$ cat config.mk
export PLATFORM = sky130hd
export DESIGN_NAME = ssc_clock_select
export DESIGN_NICKNAME = d
export VERILOG_FILES = /design/src/pkg/ssc_pkg.sv /design/src/pkg/ssc_tick_if.sv /design/src/rtl/ssc_clock_select.sv /design/src/rtl/ssc_ext_osc.sv /design/src/rtl/ssc_tick_div.sv
export SDC_FILE = /design/constraint.sdc
export NUM_CORES = 1
export LEC_CHECK = 0
export BUFFER_PORTS_ARGS = -buffer_cell sky130_fd_sc_hd__buf_2
export CAP_MARGIN = 20
export CORE_UTILIZATION = 50
export CTS_BUF_LIST = sky130_fd_sc_hd__clkbuf_8
export DETAILED_ROUTE_END_ITERATION = 16
export PLACE_DENSITY = 0.91
export SYNTH_ARGS = -nofsm -noshare
export SYNTH_HDL_FRONTEND = slang
export SYNTH_SLANG_ARGS = --single-unit
$ cat constraint.sdc
create_clock -name i_mclk -period 1.8 [get_ports i_mclk]
set_input_delay 0.09 -clock i_mclk [delete_from_list [all_inputs] [get_ports i_mclk]]
set_output_delay 0.09 -clock i_mclk [all_outputs]
set_load 0.01 [all_outputs]
$ cat src/pkg/ssc_pkg.sv
// Purpose: shared constants of the system clock source select block
// Assumes: 8-bit register port, ticks sampled on i_mclk
// Notes: register addresses, fields, resets, codes and counts
package ssc_pkg;

  // ==========================================================
  // register addresses
  localparam logic [7:0] ADDR_INT_TRIM = 8'h8B;
  localparam logic [7:0] ADDR_EXT_CTRL = 8'h8C;
  localparam logic [7:0] ADDR_SRC_SEL = 8'h97;
  localparam logic [7:0] ADDR_INT_CTRL = 8'h8A;

  // ==========================================================
  // reset values
  localparam logic [7:0] INT_CTRL_RESET = 8'hC0;
  localparam logic [7:0] EXT_CTRL_RESET = 8'h00;
  localparam logic [7:0] SRC_SEL_RESET = 8'h00;
  localparam logic [7:0] TRIM_PRELOAD = 8'h00;

  // ==========================================================
  // field positions
  localparam int INT_ON_BIT = 7;
  localparam int INT_READY_BIT = 6;
  localparam int INT_DIV_LSB = 0;
  localparam int XTAL_VALID_BIT = 7;
  localparam int EXT_MODE_LSB = 4;
  localparam int EXT_RANGE_LSB = 0;
  localparam int CLKOUT_DIV_LSB = 4;
  localparam int SRC_LSB = 0;

  // ==========================================================
  // source codes
  localparam logic [1:0] SRC_INT = 2'h0;
  localparam logic [1:0] SRC_EXT = 2'h1;
  localparam logic [1:0] SRC_PLL = 2'h2;
  localparam logic [1:0] SRC_RESERVED = 2'h3;

  // external mode, upper two bits
  localparam logic [1:0] EXT_OFF = 2'h0;
  localparam logic [1:0] EXT_RC = 2'h2;
  localparam logic [1:0] EXT_CRYSTAL = 2'h3;

  // ==========================================================
  // timing: internal oscillator ticks before ready
  localparam logic [3:0] INT_READY_TICKS = 4'hF;

endpackage

$ cat src/pkg/ssc_tick_if.sv
// Purpose: tick path between the top and its tick conditioners
// Assumes: all signals synchronous to i_mclk
// Notes: shift is log2 of the divide ratio
`timescale 1ns/1ps
interface ssc_tick_if;
  logic tick_in;
  logic [1:0] shift;
  logic [2:0] mode;
  logic stat_in;
  logic tick_out;
  logic stat_out;

  modport div (input tick_in, input shift, output tick_out);
  modport ext (input tick_in, input mode, input stat_in, output tick_out, output stat_out);
endinterface

$ cat src/rtl/ssc_clock_select.sv
// Purpose: system clock source select and oscillator control registers
// Assumes: oscillator and pll edges arrive as ticks synchronous to i_mclk
// Notes: sysclk and clock out are levels rebuilt from ticks
//
// How it works
// - after reset the system clock runs from the internal oscillator
// - internal divide code 00 /8, 01 /4, 10 /2, 11 /1
// - internal control bit 7 enables the internal oscillator, reset enabled
// - ready flag bit 6 reads one only while oscillator runs at programmed rate
// - eight-bit trim sets oscillator period, factory preset, software writable
// - source code 00 internal, 01 external, 10 pll, 11 reserved
// - clock out divide code 00 /1, 01 /2, 10 /4, 11 /8
// - source may change at run time; software picks only settled sources
// - enable internal oscillator, then select it in the next write, no wait for ready
// - external oscillator stays available to timers whatever the source
// - crystal valid flag bit 7 set once settled, only in crystal modes
// - pll lock flag set only when the pll is locked
// - external mode: 00x off, 01x cmos, 10x rc, 11x crystal; halved in rc or when bit 0 is set
// - three-bit external range code sets oscillator drive range
// - external control bit 3 reads zero, writes ignored
`timescale 1ns/1ps
module ssc_clock_select #(
  parameter logic [3:0] READY_TICKS = ssc_pkg::INT_READY_TICKS
) (
  input wire logic i_mclk,
  input wire logic i_reset,
  input wire logic [7:0] i_sfr_addr,
  input wire logic i_sfr_wr,
  input wire logic i_sfr_rd,
  input wire logic [7:0] i_sfr_wdata,
  output logic [7:0] o_sfr_rdata,
  input wire logic [7:0] i_factory_trim,
  input wire logic i_int_osc_tick,
  input wire logic i_ext_osc_tick,
  input wire logic i_pll_tick,
  input wire logic i_xtal_amp_ok,
  input wire logic i_pll_locked,
  output logic o_int_osc_on,
  output logic [7:0] o_int_osc_trim,
  output logic [2:0] o_ext_osc_mode,
  output logic [2:0] o_ext_osc_range,
  output logic o_ext_osc_tick,
  output logic o_sysclk,
  output logic o_sysclk_tick,
  output logic [1:0] o_sysclk_source,
  output logic o_clock_out,
  output logic o_int_osc_ready_flag,
  output logic o_crystal_valid_flag,
  output logic o_pll_lock_flag
);

  // ==========================================================
  // register state
  logic [7:0] trim_q;
  logic trim_loaded_q;
  logic int_on_q;
  logic [1:0] int_div_q;
  logic [2:0] ext_mode_q;
  logic [2:0] ext_range_q;
  logic [1:0] clkout_div_q;
  logic [1:0] src_code_q;
  logic [3:0] ready_cnt_q;
  logic ready_q;
  logic pll_lock_q;
  logic [7:0] rdata_q;

  // ==========================================================
  // clock path state
  logic [1:0] active_src_q;
  logic sysclk_q;
  logic sysclk_tick_q;
  logic clock_out_q;
  logic ext_tick_q;
  logic src_tick;
  logic switch_now;
  logic toggle_now;

  // ==========================================================
  // write decode
  logic wr_trim;
  logic wr_int;
  logic wr_ext;
  logic wr_sel;

  assign wr_trim = i_sfr_wr && (i_sfr_addr == ssc_pkg::ADDR_INT_TRIM);
  assign wr_int = i_sfr_wr && (i_sfr_addr == ssc_pkg::ADDR_INT_CTRL);
  assign wr_ext = i_sfr_wr && (i_sfr_addr == ssc_pkg::ADDR_EXT_CTRL);
  assign wr_sel = i_sfr_wr && (i_sfr_addr == ssc_pkg::ADDR_SRC_SEL);

  // ==========================================================
  // sub-blocks
  ssc_tick_if int_if ();
  ssc_tick_if ext_if ();
  ssc_tick_if out_if ();

  // internal divider: shift is 3 - code
  assign int_if.tick_in = i_int_osc_tick && int_on_q;
  assign int_if.shift = ~int_div_q;
  assign int_if.mode = 3'h0;
  assign int_if.stat_in = 1'b0;

  assign ext_if.tick_in = i_ext_osc_tick;
  assign ext_if.shift = 2'h0;
  assign ext_if.mode = ext_mode_q;
  assign ext_if.stat_in = i_xtal_amp_ok;

  // clock out divider counts sysclk half periods
  assign out_if.tick_in = toggle_now;
  assign out_if.shift = clkout_div_q;
  assign out_if.mode = 3'h0;
  assign out_if.stat_in = 1'b0;

  ssc_tick_div u_int_div (
    .i_mclk(i_mclk),
    .i_reset(i_reset),
    .bus(int_if)
  );

  ssc_ext_osc u_ext_osc (
    .i_mclk(i_mclk),
    .i_reset(i_reset),
    .bus(ext_if)
  );

  ssc_tick_div u_out_div (
    .i_mclk(i_mclk),
    .i_reset(i_reset),
    .bus(out_if)
  );

  // ==========================================================
  // trim register, factory value caught after reset release
  always_ff @(posedge i_mclk or posedge i_reset) begin
    if (i_reset) begin
      trim_q <= ssc_pkg::TRIM_PRELOAD;
      trim_loaded_q <= 1'b0;
    end else if (!trim_loaded_q) begin
      trim_q <= i_factory_trim;
      trim_loaded_q <= 1'b1;
    end else if (wr_trim) begin
      trim_q <= i_sfr_wdata;
    end
  end

  // ==========================================================
  // internal oscillator control
  always_ff @(posedge i_mclk or posedge i_reset) begin
    if (i_reset) begin
      int_on_q <= ssc_pkg::INT_CTRL_RESET[ssc_pkg::INT_ON_BIT];
      int_div_q <= ssc_pkg::INT_CTRL_RESET[ssc_pkg::INT_DIV_LSB +: 2];
    end else if (wr_int) begin
      int_on_q <= i_sfr_wdata[ssc_pkg::INT_ON_BIT];
      int_div_q <= i_sfr_wdata[ssc_pkg::INT_DIV_LSB +: 2];
    end
  end

  // ready after a run of oscillator ticks; restarts on any retune
  always_ff @(posedge i_mclk or posedge i_reset) begin
    if (i_reset) begin
      ready_cnt_q <= 4'h0;
      ready_q <= 1'b0;
    end else if (!int_on_q || wr_trim || wr_int) begin
      ready_cnt_q <= 4'h0;
      ready_q <= 1'b0;
    end else begin
      if (i_int_osc_tick && (ready_cnt_q != READY_TICKS)) begin
        ready_cnt_q <= ready_cnt_q + 4'h1;
      end
      ready_q <= (ready_cnt_q == READY_TICKS);
    end
  end

  // ==========================================================
  // external oscillator control and select register
  always_ff @(posedge i_mclk or posedge i_reset) begin
    if (i_reset) begin
      ext_mode_q <= ssc_pkg::EXT_CTRL_RESET[ssc_pkg::EXT_MODE_LSB +: 3];
      ext_range_q <= ssc_pkg::EXT_CTRL_RESET[ssc_pkg::EXT_RANGE_LSB +: 3];
    end else if (wr_ext) begin
      ext_mode_q <= i_sfr_wdata[ssc_pkg::EXT_MODE_LSB +: 3];
      ext_range_q <= i_sfr_wdata[ssc_pkg::EXT_RANGE_LSB +: 3];
    end
  end

  always_ff @(posedge i_mclk or posedge i_reset) begin
    if (i_reset) begin
      clkout_div_q <= ssc_pkg::SRC_SEL_RESET[ssc_pkg::CLKOUT_DIV_LSB +: 2];
      src_code_q <= ssc_pkg::SRC_SEL_RESET[ssc_pkg::SRC_LSB +: 2];
    end else if (wr_sel) begin
      clkout_div_q <= i_sfr_wdata[ssc_pkg::CLKOUT_DIV_LSB +: 2];
      src_code_q <= i_sfr_wdata[ssc_pkg::SRC_LSB +: 2];
    end
  end

  always_ff @(posedge i_mclk or posedge i_reset) begin
    if (i_reset) begin
      pll_lock_q <= 1'b0;
    end else begin
      pll_lock_q <= i_pll_locked;
    end
  end

  // ==========================================================
  // source mux and glitch-free switch
  always_comb begin
    case (active_src_q)
      ssc_pkg::SRC_INT: src_tick = int_if.tick_out;
      ssc_pkg::SRC_EXT: src_tick = ext_if.tick_out;
      ssc_pkg::SRC_PLL: src_tick = i_pll_tick;
      default: src_tick = 1'b0;
    endcase
  end

  // change only while sysclk is low, reserved code keeps old source
  assign switch_now = !sysclk_q && (src_code_q != ssc_pkg::SRC_RESERVED)
                      && (src_code_q != active_src_q);
  assign toggle_now = src_tick && !switch_now;

  always_ff @(posedge i_mclk or posedge i_reset) begin
    if (i_reset) begin
      active_src_q <= ssc_pkg::SRC_INT;
    end else if (switch_now) begin
      active_src_q <= src_code_q;
    end
  end

  always_ff @(posedge i_mclk or posedge i_reset) begin
    if (i_reset) begin
      sysclk_q <= 1'b0;
      sysclk_tick_q <= 1'b0;
    end else begin
      sysclk_tick_q <= toggle_now && !sysclk_q;
      if (toggle_now) begin
        sysclk_q <= ~sysclk_q;
      end
    end
  end

  always_ff @(posedge i_mclk or posedge i_reset) begin
    if (i_reset) begin
      clock_out_q <= 1'b0;
    end else if (out_if.tick_out) begin
      clock_out_q <= ~clock_out_q;
    end
  end

  // external tick to timers regardless of the selected source
  always_ff @(posedge i_mclk or posedge i_reset) begin
    if (i_reset) begin
      ext_tick_q <= 1'b0;
    end else begin
      ext_tick_q <= ext_if.tick_out;
    end
  end

  // ==========================================================
  // register read, unmapped reads zero
  always_ff @(posedge i_mclk or posedge i_reset) begin
    if (i_reset) begin
      rdata_q <= 8'h00;
    end else if (i_sfr_rd) begin
      case (i_sfr_addr)
        ssc_pkg::ADDR_INT_TRIM: rdata_q <= trim_q;
        ssc_pkg::ADDR_INT_CTRL: rdata_q <= {int_on_q, ready_q, 4'h0, int_div_q};
        ssc_pkg::ADDR_EXT_CTRL: rdata_q <= {ext_if.stat_out, ext_mode_q, 1'b0, ext_range_q};
        ssc_pkg::ADDR_SRC_SEL: rdata_q <= {2'h0, clkout_div_q, 2'h0, src_code_q};
        default: rdata_q <= 8'h00;
      endcase
    end
  end

  // ==========================================================
  // outputs
  assign o_sfr_rdata = rdata_q;
  assign o_int_osc_on = int_on_q;
  assign o_int_osc_trim = trim_q;
  assign o_ext_osc_mode = ext_mode_q;
  assign o_ext_osc_range = ext_range_q;
  assign o_ext_osc_tick = ext_tick_q;
  assign o_sysclk = sysclk_q;
  assign o_sysclk_tick = sysclk_tick_q;
  assign o_sysclk_source = active_src_q;
  assign o_clock_out = clock_out_q;
  assign o_int_osc_ready_flag = ready_q;
  assign o_crystal_valid_flag = ext_if.stat_out;
  assign o_pll_lock_flag = pll_lock_q;

endmodule

$ cat src/rtl/ssc_ext_osc.sv
// Purpose: condition the external oscillator tick by mode
// Assumes: tick_in and stat_in synchronous to i_mclk
// Notes: stat_in is the amplitude detector, stat_out the crystal valid flag
`timescale 1ns/1ps
module ssc_ext_osc (
  input wire logic i_mclk,
  input wire logic i_reset,
  ssc_tick_if.ext bus
);

  logic off;
  logic halved;
  logic phase_q;
  logic tick_q;
  logic valid_q;

  // 00x off, 01x cmos, 10x rc, 11x crystal; halved in rc or when bit 0 is set
  assign off = (bus.mode[2:1] == ssc_pkg::EXT_OFF);
  assign halved = (bus.mode[2:1] == ssc_pkg::EXT_RC) || bus.mode[0];
  assign bus.tick_out = tick_q;
  assign bus.stat_out = valid_q;

  always_ff @(posedge i_mclk or posedge i_reset) begin
    if (i_reset) begin
      phase_q <= 1'b0;
      tick_q <= 1'b0;
    end else if (off) begin
      phase_q <= 1'b0;
      tick_q <= 1'b0;
    end else begin
      tick_q <= bus.tick_in && (!halved || phase_q);
      if (bus.tick_in) begin
        phase_q <= ~phase_q;
      end
    end
  end

  // only meaningful in crystal modes, zero otherwise
  always_ff @(posedge i_mclk or posedge i_reset) begin
    if (i_reset) begin
      valid_q <= 1'b0;
    end else begin
      valid_q <= (bus.mode[2:1] == ssc_pkg::EXT_CRYSTAL) && bus.stat_in;
    end
  end

endmodule

$ cat src/rtl/ssc_tick_div.sv
// Purpose: divide a tick stream by 1, 2, 4 or 8
// Assumes: tick_in is a one-cycle pulse
// Notes: tick_out is registered, one cycle after the last input tick
`timescale 1ns/1ps
module ssc_tick_div (
  input wire logic i_mclk,
  input wire logic i_reset,
  ssc_tick_if.div bus
);

  logic [2:0] cnt_q;
  logic [2:0] lim;
  logic tick_q;

  assign lim = 3'((4'h1 << bus.shift) - 4'h1);
  assign bus.tick_out = tick_q;

  always_ff @(posedge i_mclk or posedge i_reset) begin
    if (i_reset) begin
      cnt_q <= 3'h0;
      tick_q <= 1'b0;
    end else begin
      tick_q <= 1'b0;
      if (bus.tick_in) begin
        if (cnt_q >= lim) begin
          cnt_q <= 3'h0;
          tick_q <= 1'b1;
        end else begin
          cnt_q <= cnt_q + 3'h1;
        end
      end
    end
  end

endmodule
* Word level (Yosys, flattened, before mapping) *
Index checks and enable logic that the tools add are counted.
W data, S select, Z words.

word-level totals
  word-level logic and storage cells = 90
  output and inout bits = 32
  register bits = 53
  input bits = 33

operators by class
  eq/ne operators = 13
  reduce and logical (&&, ||, !) cells = 24
  order comparisons = 2
  bitwise gates (word level) = 4
  shift operators = 2
  mux-type cells = 16
  add/sub/neg operators = 5

operators by type and width
  kind                   number
  $eq A8 B8 Y1 const B   4
  $pmux W8 S4            1
  $mux W8                2
  $logic_and A1 B1 Y1    12
  $mux W1                8
  $mux W4                2
  $add A3 B1 Y3 const B  2
  $eq A2 B2 Y1 const B   3
  $ge A3 B3 Y1           2
  $mux W3                2
  $shl A1 B2 Y3 const A  2
  $sub A3 B1 Y3 const B  2
  $add A4 B1 Y4 const B  1
  $eq A4 B4 Y1 const B   1
  $logic_not A1 Y1       4
  $logic_not A2 Y1       2
  $logic_or A1 B1 Y1     4
  $ne A4 B4 Y1 const B   1
  $reduce_bool A2 Y1     2
  $not A1 Y1             3
  $pmux W1 S3            1
  $eq A2 B1 Y1 const B   1
  $ne A2 B1 Y1 const B   1
  $ne A2 B2 Y1           1
  2 further kinds        2

* Logic depth before layout (Yosys ltp) *
Gate-level depths: netlist (run 1).

  depth after elaboration = 6
  gate-level depth with buffers = 7
  depth with buffers taken out = 7

* By module *
A second synthesis (run 1) with hierarchy kept.

unflattened totals
  cell total of the unflattened synthesis = 246
  area total of the unflattened synthesis = 2613.8 um2

by module, submodules not included
  module            cells an instance  sequential area each (um2)  times used  area an instance (um2)
  ssc_clock_select  181                1052.3                      1           1995.7
  ssc_tick_div      27                 100.1                       2           251.5
  ssc_ext_osc       11                 75.1                        1           115.1

* Least setup slack after synthesis (run 1) *
No wires, ideal clock.

  path kind = register to register
  start point = register clkout_div_q[1]
  end point = register u_out_div.cnt_q[2]
  period minus slack after synthesis = 1.771 ns
  cell stages (with the launch flop) = 8
  setup time = 0.083 ns
  arrival = 1.688 ns
  data required time = 1.717 ns
  buffers on the path = 0
  path slack = 0.029 ns
  path through = dfrtp_1 > or2_2 > ha_1 > nand2b_1 > a21o_1 > a21oi_1 > nand3b_1 > o21ai_0

on the way
  cells in the longest elaborated chain, start to end = 4

RTL lines
  item                      line                     text
  start: declaration        ssc_clock_select.sv:60   logic [1:0] clkout_div_q;
  start signal: assignment  ssc_clock_select.sv:187  clkout_div_q <= ssc_pkg::SRC_SEL_RESET[ssc_pkg::CLKOUT_DIV_LSB +: 2];
  start signal: assignment  ssc_clock_select.sv:190  clkout_div_q <= i_sfr_wdata[ssc_pkg::CLKOUT_DIV_LSB +: 2];
  $shl A1 B2 Y3             ssc_tick_div.sv:15       assign lim = 3'((4'h1 << bus.shift) - 4'h1);
  $sub A3 B1 Y3             ssc_tick_div.sv:15
  $ge A3 B3 Y1              ssc_tick_div.sv:25       if (cnt_q >= lim) begin
  $mux W3                   ssc_tick_div.sv:25
  end signal: assignment    ssc_tick_div.sv:29       cnt_q <= cnt_q + 3'h1;
  end: declaration          ssc_tick_div.sv:11       logic [2:0] cnt_q;

No other way between the ends.
A chain may end at the register's enable or synchronous reset.

* Worst setup path after layout (run 1) *
  start point = register clkout_div_q[0]
  end point = register u_out_div.cnt_q[2]

The elaborated chain is that of the path after synthesis.

==> results of run 1 <==
registers in the layout, indices dropped and copies added (netlist names), 2 cells and up:
register / flops
ready_cnt_q: 4
o_sysclk_source: 2
o_ext_osc_range: 3
clkout_div_q: 2
u_out_div.cnt_q: 3
o_sfr_rdata: 8
o_ext_osc_mode: 3
o_int_osc_trim: 8
src_code_q: 2
u_int_div.cnt_q: 3
int_div_q: 2
through the flow:
step | util, % | setup WS (ps)
floorplan | - | 29.4
global placement | 62.2 | 3.84
detailed placement | 62.2 | -91.3
CTS | 65.1 | 3.50
global route | 66.3 | -32.7
finish | 66.3 | 70.9
routing by layer:
metal	global-route usage, %	wire length (um)
met5	0	0
met4	13.2	220
met3	5.96	387
met2	39.7	3090
met1	28.7	2590
cell usage in the layout, fill, tap and decap left out, types with 4 or more instances in the layout:
cell type / instances
mux2_1: 5
mux2_2: 10
buf_2: 64
buf_4: 6
nor2_1: 24
ha_1: 8
a32oi_1: 6
o21ai_0: 7
nand3_1: 4
nand2_1: 15
a21oi_1: 13
a22o_1: 4
nand2b_1: 4
inv_1: 8
mux2i_1: 10
dfrtp_1: 52
clkbuf_8: 5
path summary, 6_finish.rpt:
path / start / depth (start not counted) / endpoint
min in group asynchronous: i_reset / 3 / o_pll_lock_flag
worst max register to register: clkout_div_q[0] / 7 / u_out_div.cnt_q[2]
worst min-delay path: i_sfr_wdata[6] / 2 / o_ext_osc_mode[2]
worst min register to register: u_ext_osc.bus.tick_out / 0 / o_ext_osc_tick
worst max-delay path: clkout_div_q[0] / 7 / u_out_div.cnt_q[2]
max in group asynchronous: i_reset / 4 / o_ext_osc_tick
critical path, stage by stage (launching register included):
cell	delay (ps)
dfrtp_1	400
or2_4	260
ha_4	210
nand2b_4	130
a21o_1	180
a21oi_2	220
nand3b_1	120
o21ai_2	140
power by group:
part,total (mW),internal [mW],switching (mW)
logic,0.627,0.286,0.341
clock network,0.802,0.412,0.390
registers,1.43,1.31,0.120
total,2.86,2.01,0.851
layout make-up:
class,count,area [um2]
Clock buffer,5,68.8
Tap cell,67,83.8
Inverter,9,33.8
Fill cell,370,1650
Clock inverter,3,42.5
Sequential cell,53,1330
Multi-Input combinational cell,168,1270
Timing Repair Buffer,73,405
repair_timing:
action / 4_1_cts / 5_1_grt
hold endpoints to repair: 23 / 0
setup buffers: 0 / 3
resized for setup: 3 / 8
pin swaps: 2 / 5
endpoints found under the setup margin: 4 / 7
hold buffers: 2 / 0
cells by family after synthesis:
kind of cell               after synthesis  share of synthesized area (%)
and+or+nand+nor                         75                           17.3
AOI/OAI and AO/OA                       54                           13.7
DFF                                     53                           50.9
muxes                                   25                           10.3
buffers and inverters                   14                           2.06
adders and majority gates                9                           4.31
xor gates and xnor gates                 4                           1.34
other                                    1                          0.144
==> impl_metrics.json, run 1 <==
{
  "outcome": "complete, no violations",
  "synth_area_per_cell_um2": 11.1,
  "hold_viol_final": 0,
  "drtIter0Drc": 211,
  "wl_per_cell_um": 16.6,
  "synth_seq_cells": 53,
  "syn_nets": 277,
  "ios": 65,
  "max_freq_mhz": 578,
  "start_kind": "register",
  "grt_pass1_wl_um": 9660,
  "cts_buffer_depth": 2,
  "final_antenna_net_count": 0,
  "htreeDepth": 2,
  "cts.sinks": 53,
  "required_ps": 2050,
  "min_period_ps": 1730,
  "dp.cells": 365,
  "synthArstFlopShare_pct": 100,
  "setup-violations-final": 0,
  "area_growth_pct": 23.9,
  "synth-seq-area-share_pct": 50.9,
  "netlist.area_leader.share_pct": 49.9,
  "holdWs_ps": 15.9,
  "timing.setup.tns_ps": 0,
  "power.total_mw": 2.86,
  "vias": 2118,
  "synthFlopType": "dfrtp_1",
  "r2r_slack_ps": 70,
  "synthTopCellsByCount": "dfrtp_1, nor2_1, a21oi_1, nand2_1",
  "initial_core_util_pct": 53.5,
  "maxCapViolations": 0,
  "leakage_nw": 1.65,
  "ys_top_cells_by_area": "dfrtp_1, ha_1, mux2_2",
  "grt_util_all_layers_pct": 24.0,
  "vdd_drop_max_mv": 0.548,
  "routabilityCongestion": 0.839,
  "drc": 0,
  "clk-insertion-delay-late_ps": 310,
  "avgViaCountPerCell": 5.60,
  "core_mm2": 0.00488,
  "die_y_um": 74.3,
  "overflow": 0,
  "antenna_found_initial": 0,
  "numPortBuffers": 64,
  "cts-root-buf": "clkbuf_8",
  "syn_area_mm2": 0.00261,
  "place_area_mm2": 0.00304,
  "ys_warn_count": 0,
  "wirelength_um": 6290,
  "finalClockSkew_ps": 10.4,
  "dieArea_mm2": 0.00551,
  "grt_start_max_net_pins": 31,
  "critical_path_peak_fanout": 4,
  "hold_class": "primary input to register",
  "cts_buffers": 5,
  "nNetsFinal": 352,
  "drive_gt1_share_pct": 36.0,
  "first_pass_iters": 4,
  "final_cell_area_mm2": 0.00323,
  "num_antenna_cells": 0,
  "cts_tree": "built",
  "yosysTopAreaCell": "dfrtp_1",
  "grt_pass1_vias": 2103,
  "hpwl_um": 4490,
  "crit_type": "register to register",
  "rsz0062_at_grt": "true",
  "stdcell_count": 378,
  "syn_inst": 235,
  "synthDistinctLibCells": 52,
  "slew_headroom_pct": 62.2,
  "endpoint_kind": "register",
  "slew_violations": 0,
  "critPathArrivalTime_ps": 1980,
  "fin_crit_sh_pct": 96.1,
  "power_density_mw_per_mm2": 884,
  "clkTransAtPathRegs_ps": 100,
  "yosysMostFrequentCell": "dfrtp_1",
  "tightestPinTransition_ps": 567,
  "synth_edf_count": 0,
  "rows": 25,
  "die_x_um": 74.3
}
No activity file was read; power rests on OpenSTA's default activity.
==> run 2, diff against run 1 <==
--- a/config.mk
+++ b/config.mk
@@ -6,10 +6,10 @@
 export NUM_CORES = 1
 export LEC_CHECK = 0
 export BUFFER_PORTS_ARGS = -buffer_cell sky130_fd_sc_hd__buf_2
-export CAP_MARGIN = 20
 export CORE_UTILIZATION = 50
 export CTS_BUF_LIST = sky130_fd_sc_hd__clkbuf_8
 export DETAILED_ROUTE_END_ITERATION = 16
+export GPL_TIMING_DRIVEN = 0
 export PLACE_DENSITY = 0.91
 export SYNTH_ARGS = -nofsm -noshare
 export SYNTH_HDL_FRONTEND = slang
==> run 2 against run 1 <==
Clock skew fell by 2.8 ps. Core utilization shrank 0.59 points. First-iteration DRC count shrank 31%.
==> impl_metrics.json, run 2 (synthesized netlist as in run 1, its figures left out) <==
{
  "avgViaCountPerCell": 5.51,
  "endpoint_kind": "register",
  "hold_viol_final": 0,
  "critPathArrivalTime_ps": 1930,
  "switching_power_mw": 0.860,
  "min_period_ps": 1700,
  "required_ps": 2030,
  "nNetsFinal": 353,
  "finalClockSkew_ps": 7.58,
  "antenna_found_initial": 0,
  "hold_class": "primary input to register",
  "timing.final.ws_setup_ps": 105,
  "hpwl_um": 4420,
  "grt_pass1_vias": 1943,
  "critPathMaxStageDelay_ps": 420,
  "outcome": "complete, no violations",
  "maxCapViolations": 0,
  "cts_buffers": 5,
  "drc": 0,
  "die_y_um": 74.3,
  "vias": 2087,
  "critical_path_peak_fanout": 4,
  "leakage_nw": 1.62,
  "start_kind": "register",
  "cts_buffer_depth": 2,
  "grt_start_max_net_pins": 33,
  "hold_depth": 2,
  "initial_core_util_pct": 53.5,
  "grt_pass1_wl_um": 9150,
  "cts_tree": "built",
  "seqPwrFrac_pct": 52.2,
  "drive_gt1_share_pct": 34.6,
  "numPortBuffers": 63,
  "fin_crit_sh_pct": 94.2,
  "htreeDepth": 2,
  "area_growth_pct": 22.8,
  "setup-violations-final": 0,
  "grt_util_all_layers_pct": 22.6,
  "layout_commonest_cell": "buf_2",
  "vdd_drop_max_mv": 0.453,
  "cts.sinks": 53,
  "cp-startpoint": "int_div_q[0]",
  "core_mm2": 0.00488,
  "slew_violations": 0,
  "routabilityCongestion": 0.870,
  "rows": 25,
  "reg2reg_depth": 7,
  "overflow": 0,
  "dieArea_mm2": 0.00551,
  "clockPowerShare_pct": 25.3,
  "pre_cts_ws_ps": -116,
  "slew_headroom_pct": 66.0,
  "first_pass_iters": 4,
  "crit_path_cell_trace": "nand2_1 > ha_1 > nand2b_1 > a21o_1 > a21oi_2 > nand3_1 > o21ai_0",
  "combinationalPowerShare_pct": 22.5,
  "switching_share_pct": 31.6,
  "final_antenna_net_count": 0,
  "place_area_mm2": 0.00303,
  "tightestPinTransition_ps": 511,
  "max_freq_mhz": 590,
  "cts-root-buf": "clkbuf_8",
  "clk-insertion-delay-late_ps": 320,
  "wirelength_um": 5910,
  "ios": 65,
  "r2r-start": "int_div_q[0]",
  "power.total_mw": 2.72,
  "clkTransAtPathRegs_ps": 100,
  "drtIter0Drc": 146,
  "final_cell_area_mm2": 0.00321,
  "crit_type": "register to register",
  "wl_per_cell_um": 15.6,
  "worst_path_max_delay_cell": "dfrtp_1",
  "intPower_mw": 1.86,
  "final_cell_mix": "buf_2, dfrtp_1, nor2_1",
  "min-delay-start": "i_sfr_wdata[6]",
  "die_x_um": 74.3,
  "timing.setup.tns_ps": 0,
  "power_density_mw_per_mm2": 850,
  "num_antenna_cells": 0
}
-- run 2: final timing paths --
| kind | end | slack [ps] |
|---|---|---|
| max | u_int_div.cnt_q[0] | 100 |
| min | o_ext_osc_mode[2] | 6 |
| max reg2reg | u_int_div.cnt_q[0] | 100 |
| min reg2reg | o_ext_osc_tick | 390 |
| max in group asynchronous | o_sfr_rdata[2] | 940 |
| min in group asynchronous | o_int_osc_ready_flag | 330 |
-- run 2: through the flow --
step           utilization, %  hold slack (ps)  std cells
2_1_floorplan               -              121        235
3_3_place_gp             61.7              198        365
3_5_place_dp             62.1              134        366
4_1_cts                  64.9             1.68        378
5_1_grt                  65.7             12.9        379
6_report                 65.7             6.29        379
-- run 2: what timing repair did --
| item | 4_1_cts | 5_1_grt |
|---|---|---|
| setup buffers | 2 | 1 |
| pin swaps | 1 | 4 |
| resized for setup | 2 | 6 |
| endpoints found under the setup margin | 4 | 5 |
| endpoints found under the hold margin | 21 | 0 |
| hold buffers | 2 | 0 |
-- run 2: power by group through the flow --
stage               Clock [mW]  Sequential, mW  Combinational (mW)
CTS                      0.694            1.42               0.589
finish                   0.691            1.42               0.612
global route             0.748            1.44               0.679
global placement             0            1.44               0.532
detailed placement           0            1.44               0.567
floorplan                    0            1.46               0.322
-- run 2: critical path: cells and delay by family, from the launching register on --
kind | cells | cell delay (ps)
adders and majority gates | 1 | 270
DFF | 1 | 420
and+or+nand+nor | 3 | 330
AOI/OAI and AO/OA | 3 | 590
-- run 2: layout make-up --
class / count / area [um2]
clock inverter: 3 / 22.5
fill: 401 / 1670
multi-input combinational: 168 / 1270
buffer: 5 / 20.0
timing repair buffer: 69 / 378
inverter: 9 / 33.8
clock buffer: 5 / 68.8
sequential: 53 / 1330
tap: 67 / 83.8
-- run 2: layer usage --
metal  wire length (um)  up-vias  global-route usage (%)
met5                  0        -                       0
met4                144        0                    9.01
met3                389       14                    5.28
met2               2870       68                    36.3
met1               2500     1010                    29.7
li1                   -      995                       -
==> run 3, diff against run 2 <==
==> constraint.sdc (replaced) <==
create_clock -name i_mclk -period 1.37 [get_ports i_mclk]
set_input_delay 0.0685 -clock i_mclk [delete_from_list [all_inputs] [get_ports i_mclk]]
set_output_delay 0.0685 -clock i_mclk [all_outputs]
set_load 0.01 [all_outputs]
==> run 3 against run 2 <==
The flow now finishes with violations (negative setup slack). Critical endpoint is now u_out_div.cnt_q[2]. Worst setup slack worse by 430 ps. First-iteration DRC count is 27% higher. Worst hold slack better by 1.8 ps. Clock power is 31% higher. Final cell count is 4.0% higher. Largest cell class unchanged. Critical path depth stayed put. Critical path type unchanged. Combinational power is 56% higher. Global-route usage is 3.2 points higher. Core utilization is 3.9 points higher. Routed wire length is 13% higher.
==> impl_metrics.json, run 3 (synthesized netlist as in run 1, its figures left out) <==
{
  "cts_buffers": 5,
  "drc": 0,
  "fin_crit_sh_pct": 124,
  "htreeDepth": 2,
  "numPortBuffers": 63,
  "hold_viol_final": 0,
  "final_util_pct": 69.6,
  "die_y_um": 74.3,
  "crit_type": "register to register",
  "wirelength_um": 6660,
  "holdWs_ps": 8.12,
  "routabilityCongestion": 0.912,
  "hold_class": "primary input to register",
  "finalClockSkew_ps": 9.70,
  "critPathArrivalTime_ps": 1930,
  "rows": 25,
  "grt_pass1_vias": 2180,
  "timing.final.ws_setup_ps": -324,
  "outcome": "finished with violations",
  "area_growth_pct": 30.1,
  "setup-violations-final": 9,
  "min_period_ps": 1690,
  "required_ps": 1610,
  "violations": "negative setup slack",
  "rsz0062_at_grt": "true",
  "max_freq_mhz": 590,
  "drive_gt1_share_pct": 39.1,
  "maxCapViolations": 0,
  "vias": 2249,
  "cts_tree": "built",
  "drtIter0Drc": 185,
  "clkTransAtPathRegs_ps": 100,
  "fillers": 368,
  "cts-root-buf": "clkbuf_8",
  "first_pass_iters": 4,
  "start_kind": "register",
  "clk-insertion-delay-late_ps": 310,
  "initial_core_util_pct": 53.5,
  "leakage_nw": 1.70,
  "num_antenna_cells": 0,
  "place_area_mm2": 0.00309,
  "cts_buffer_depth": 2,
  "pre_cts_ws_ps": -344,
  "overflow": 0,
  "avgViaCountPerCell": 5.71,
  "slew_violations": 0,
  "final_antenna_net_count": 0,
  "grt_start_max_net_pins": 35,
  "endpoint_kind": "register",
  "hpwl_um": 4530,
  "final_cell_area_mm2": 0.00340,
  "critical_path_peak_fanout": 4,
  "core_mm2": 0.00488,
  "layout_commonest_cell": "buf_2",
  "dieArea_mm2": 0.00551,
  "grt_util_all_layers_pct": 25.8,
  "dp.cells": 366,
  "ios": 65,
  "power.total_mw": 3.74,
  "grt_pass1_wl_um": 10400,
  "nNetsFinal": 368,
  "vdd_drop_max_mv": 0.609,
  "timing.setup.tns_ps": -2200,
  "die_x_um": 74.3,
  "stdcell_count": 394,
  "cts.sinks": 53,
  "power_density_mw_per_mm2": 1100,
  "antenna_found_initial": 0,
  "wl_per_cell_um": 16.9,
  "final_cell_mix": "buf_2, dfrtp_1, nor2_1"
}
==> run 3: cell types whose count changed in the layout (fill, tap and decap cells not counted), sizes merged <==
cell         change
clkinv           +1
clkbuf           -1
dlygate4sd3      +9
inv              +1
clkinvlp         -2
buf              +7
==> run 3: path summary, 6_finish.rpt <==
path                                   startpoint            endpoint  slack [ps]  cells past startpoint
max                               clkout_div_q[0]  u_out_div.cnt_q[2]        -320                      7
min                             i_factory_trim[4]   o_int_osc_trim[4]           8                      3
max reg2reg                       clkout_div_q[0]  u_out_div.cnt_q[2]        -320                      7
min reg2reg                u_ext_osc.bus.tick_out      o_ext_osc_tick         400                      0
max in group asynchronous                 i_reset        o_int_osc_on         490                      4
min in group asynchronous                 i_reset   o_int_osc_trim[4]         300                      3
==> run 3: layout make-up <==
type	count	area (um2)	share of cell area, %
timing repair buffer	86	528	15.5
clock buffer	5	68.8	2.03
inverter	9	33.8	0.995
clock inverter	3	21.3	0.626
buffer	3	13.8	0.405
sequential	53	1330	39.1
tap	67	83.8	2.47
multi-input combinational	168	1320	38.8
==> run 3: repair_timing <==
action / in CTS / in global routing
hold endpoints to repair: 29 / 0
pin swaps: 6 / 3
resized for setup: 4 / 6
hold buffers: 11 / 0
buffers inserted: 8 / 3
endpoints found under the setup margin: 13 / 13
==> run 3: metal layers <==
metal / track usage [%] / part of all wire [%] / up-vias
met5: 0 / 0 / -
met4: 13.6 / 3.7 / 0
met3: 5.28 / 5.8 / 22
met2: 43.4 / 51 / 94
met1: 31.2 / 39 / 1103
li1: - / - / 1030
==> run 3: power breakdown <==
group | internal [mW] | switching (mW) | total [mW]
logic | 0.467 | 0.487 | 0.954
registers | 1.72 | 0.155 | 1.88
clock network | 0.364 | 0.541 | 0.905
total | 2.55 | 1.18 | 3.74
==> run 3: critical path: stages, from the launching register on <==
cell and delay (ps):
dfrtp_1 400, or2_4 260, ha_4 200, nand2b_4 120
a21o_1 180, a21oi_2 220, nand3b_1 100, o21ai_1 130
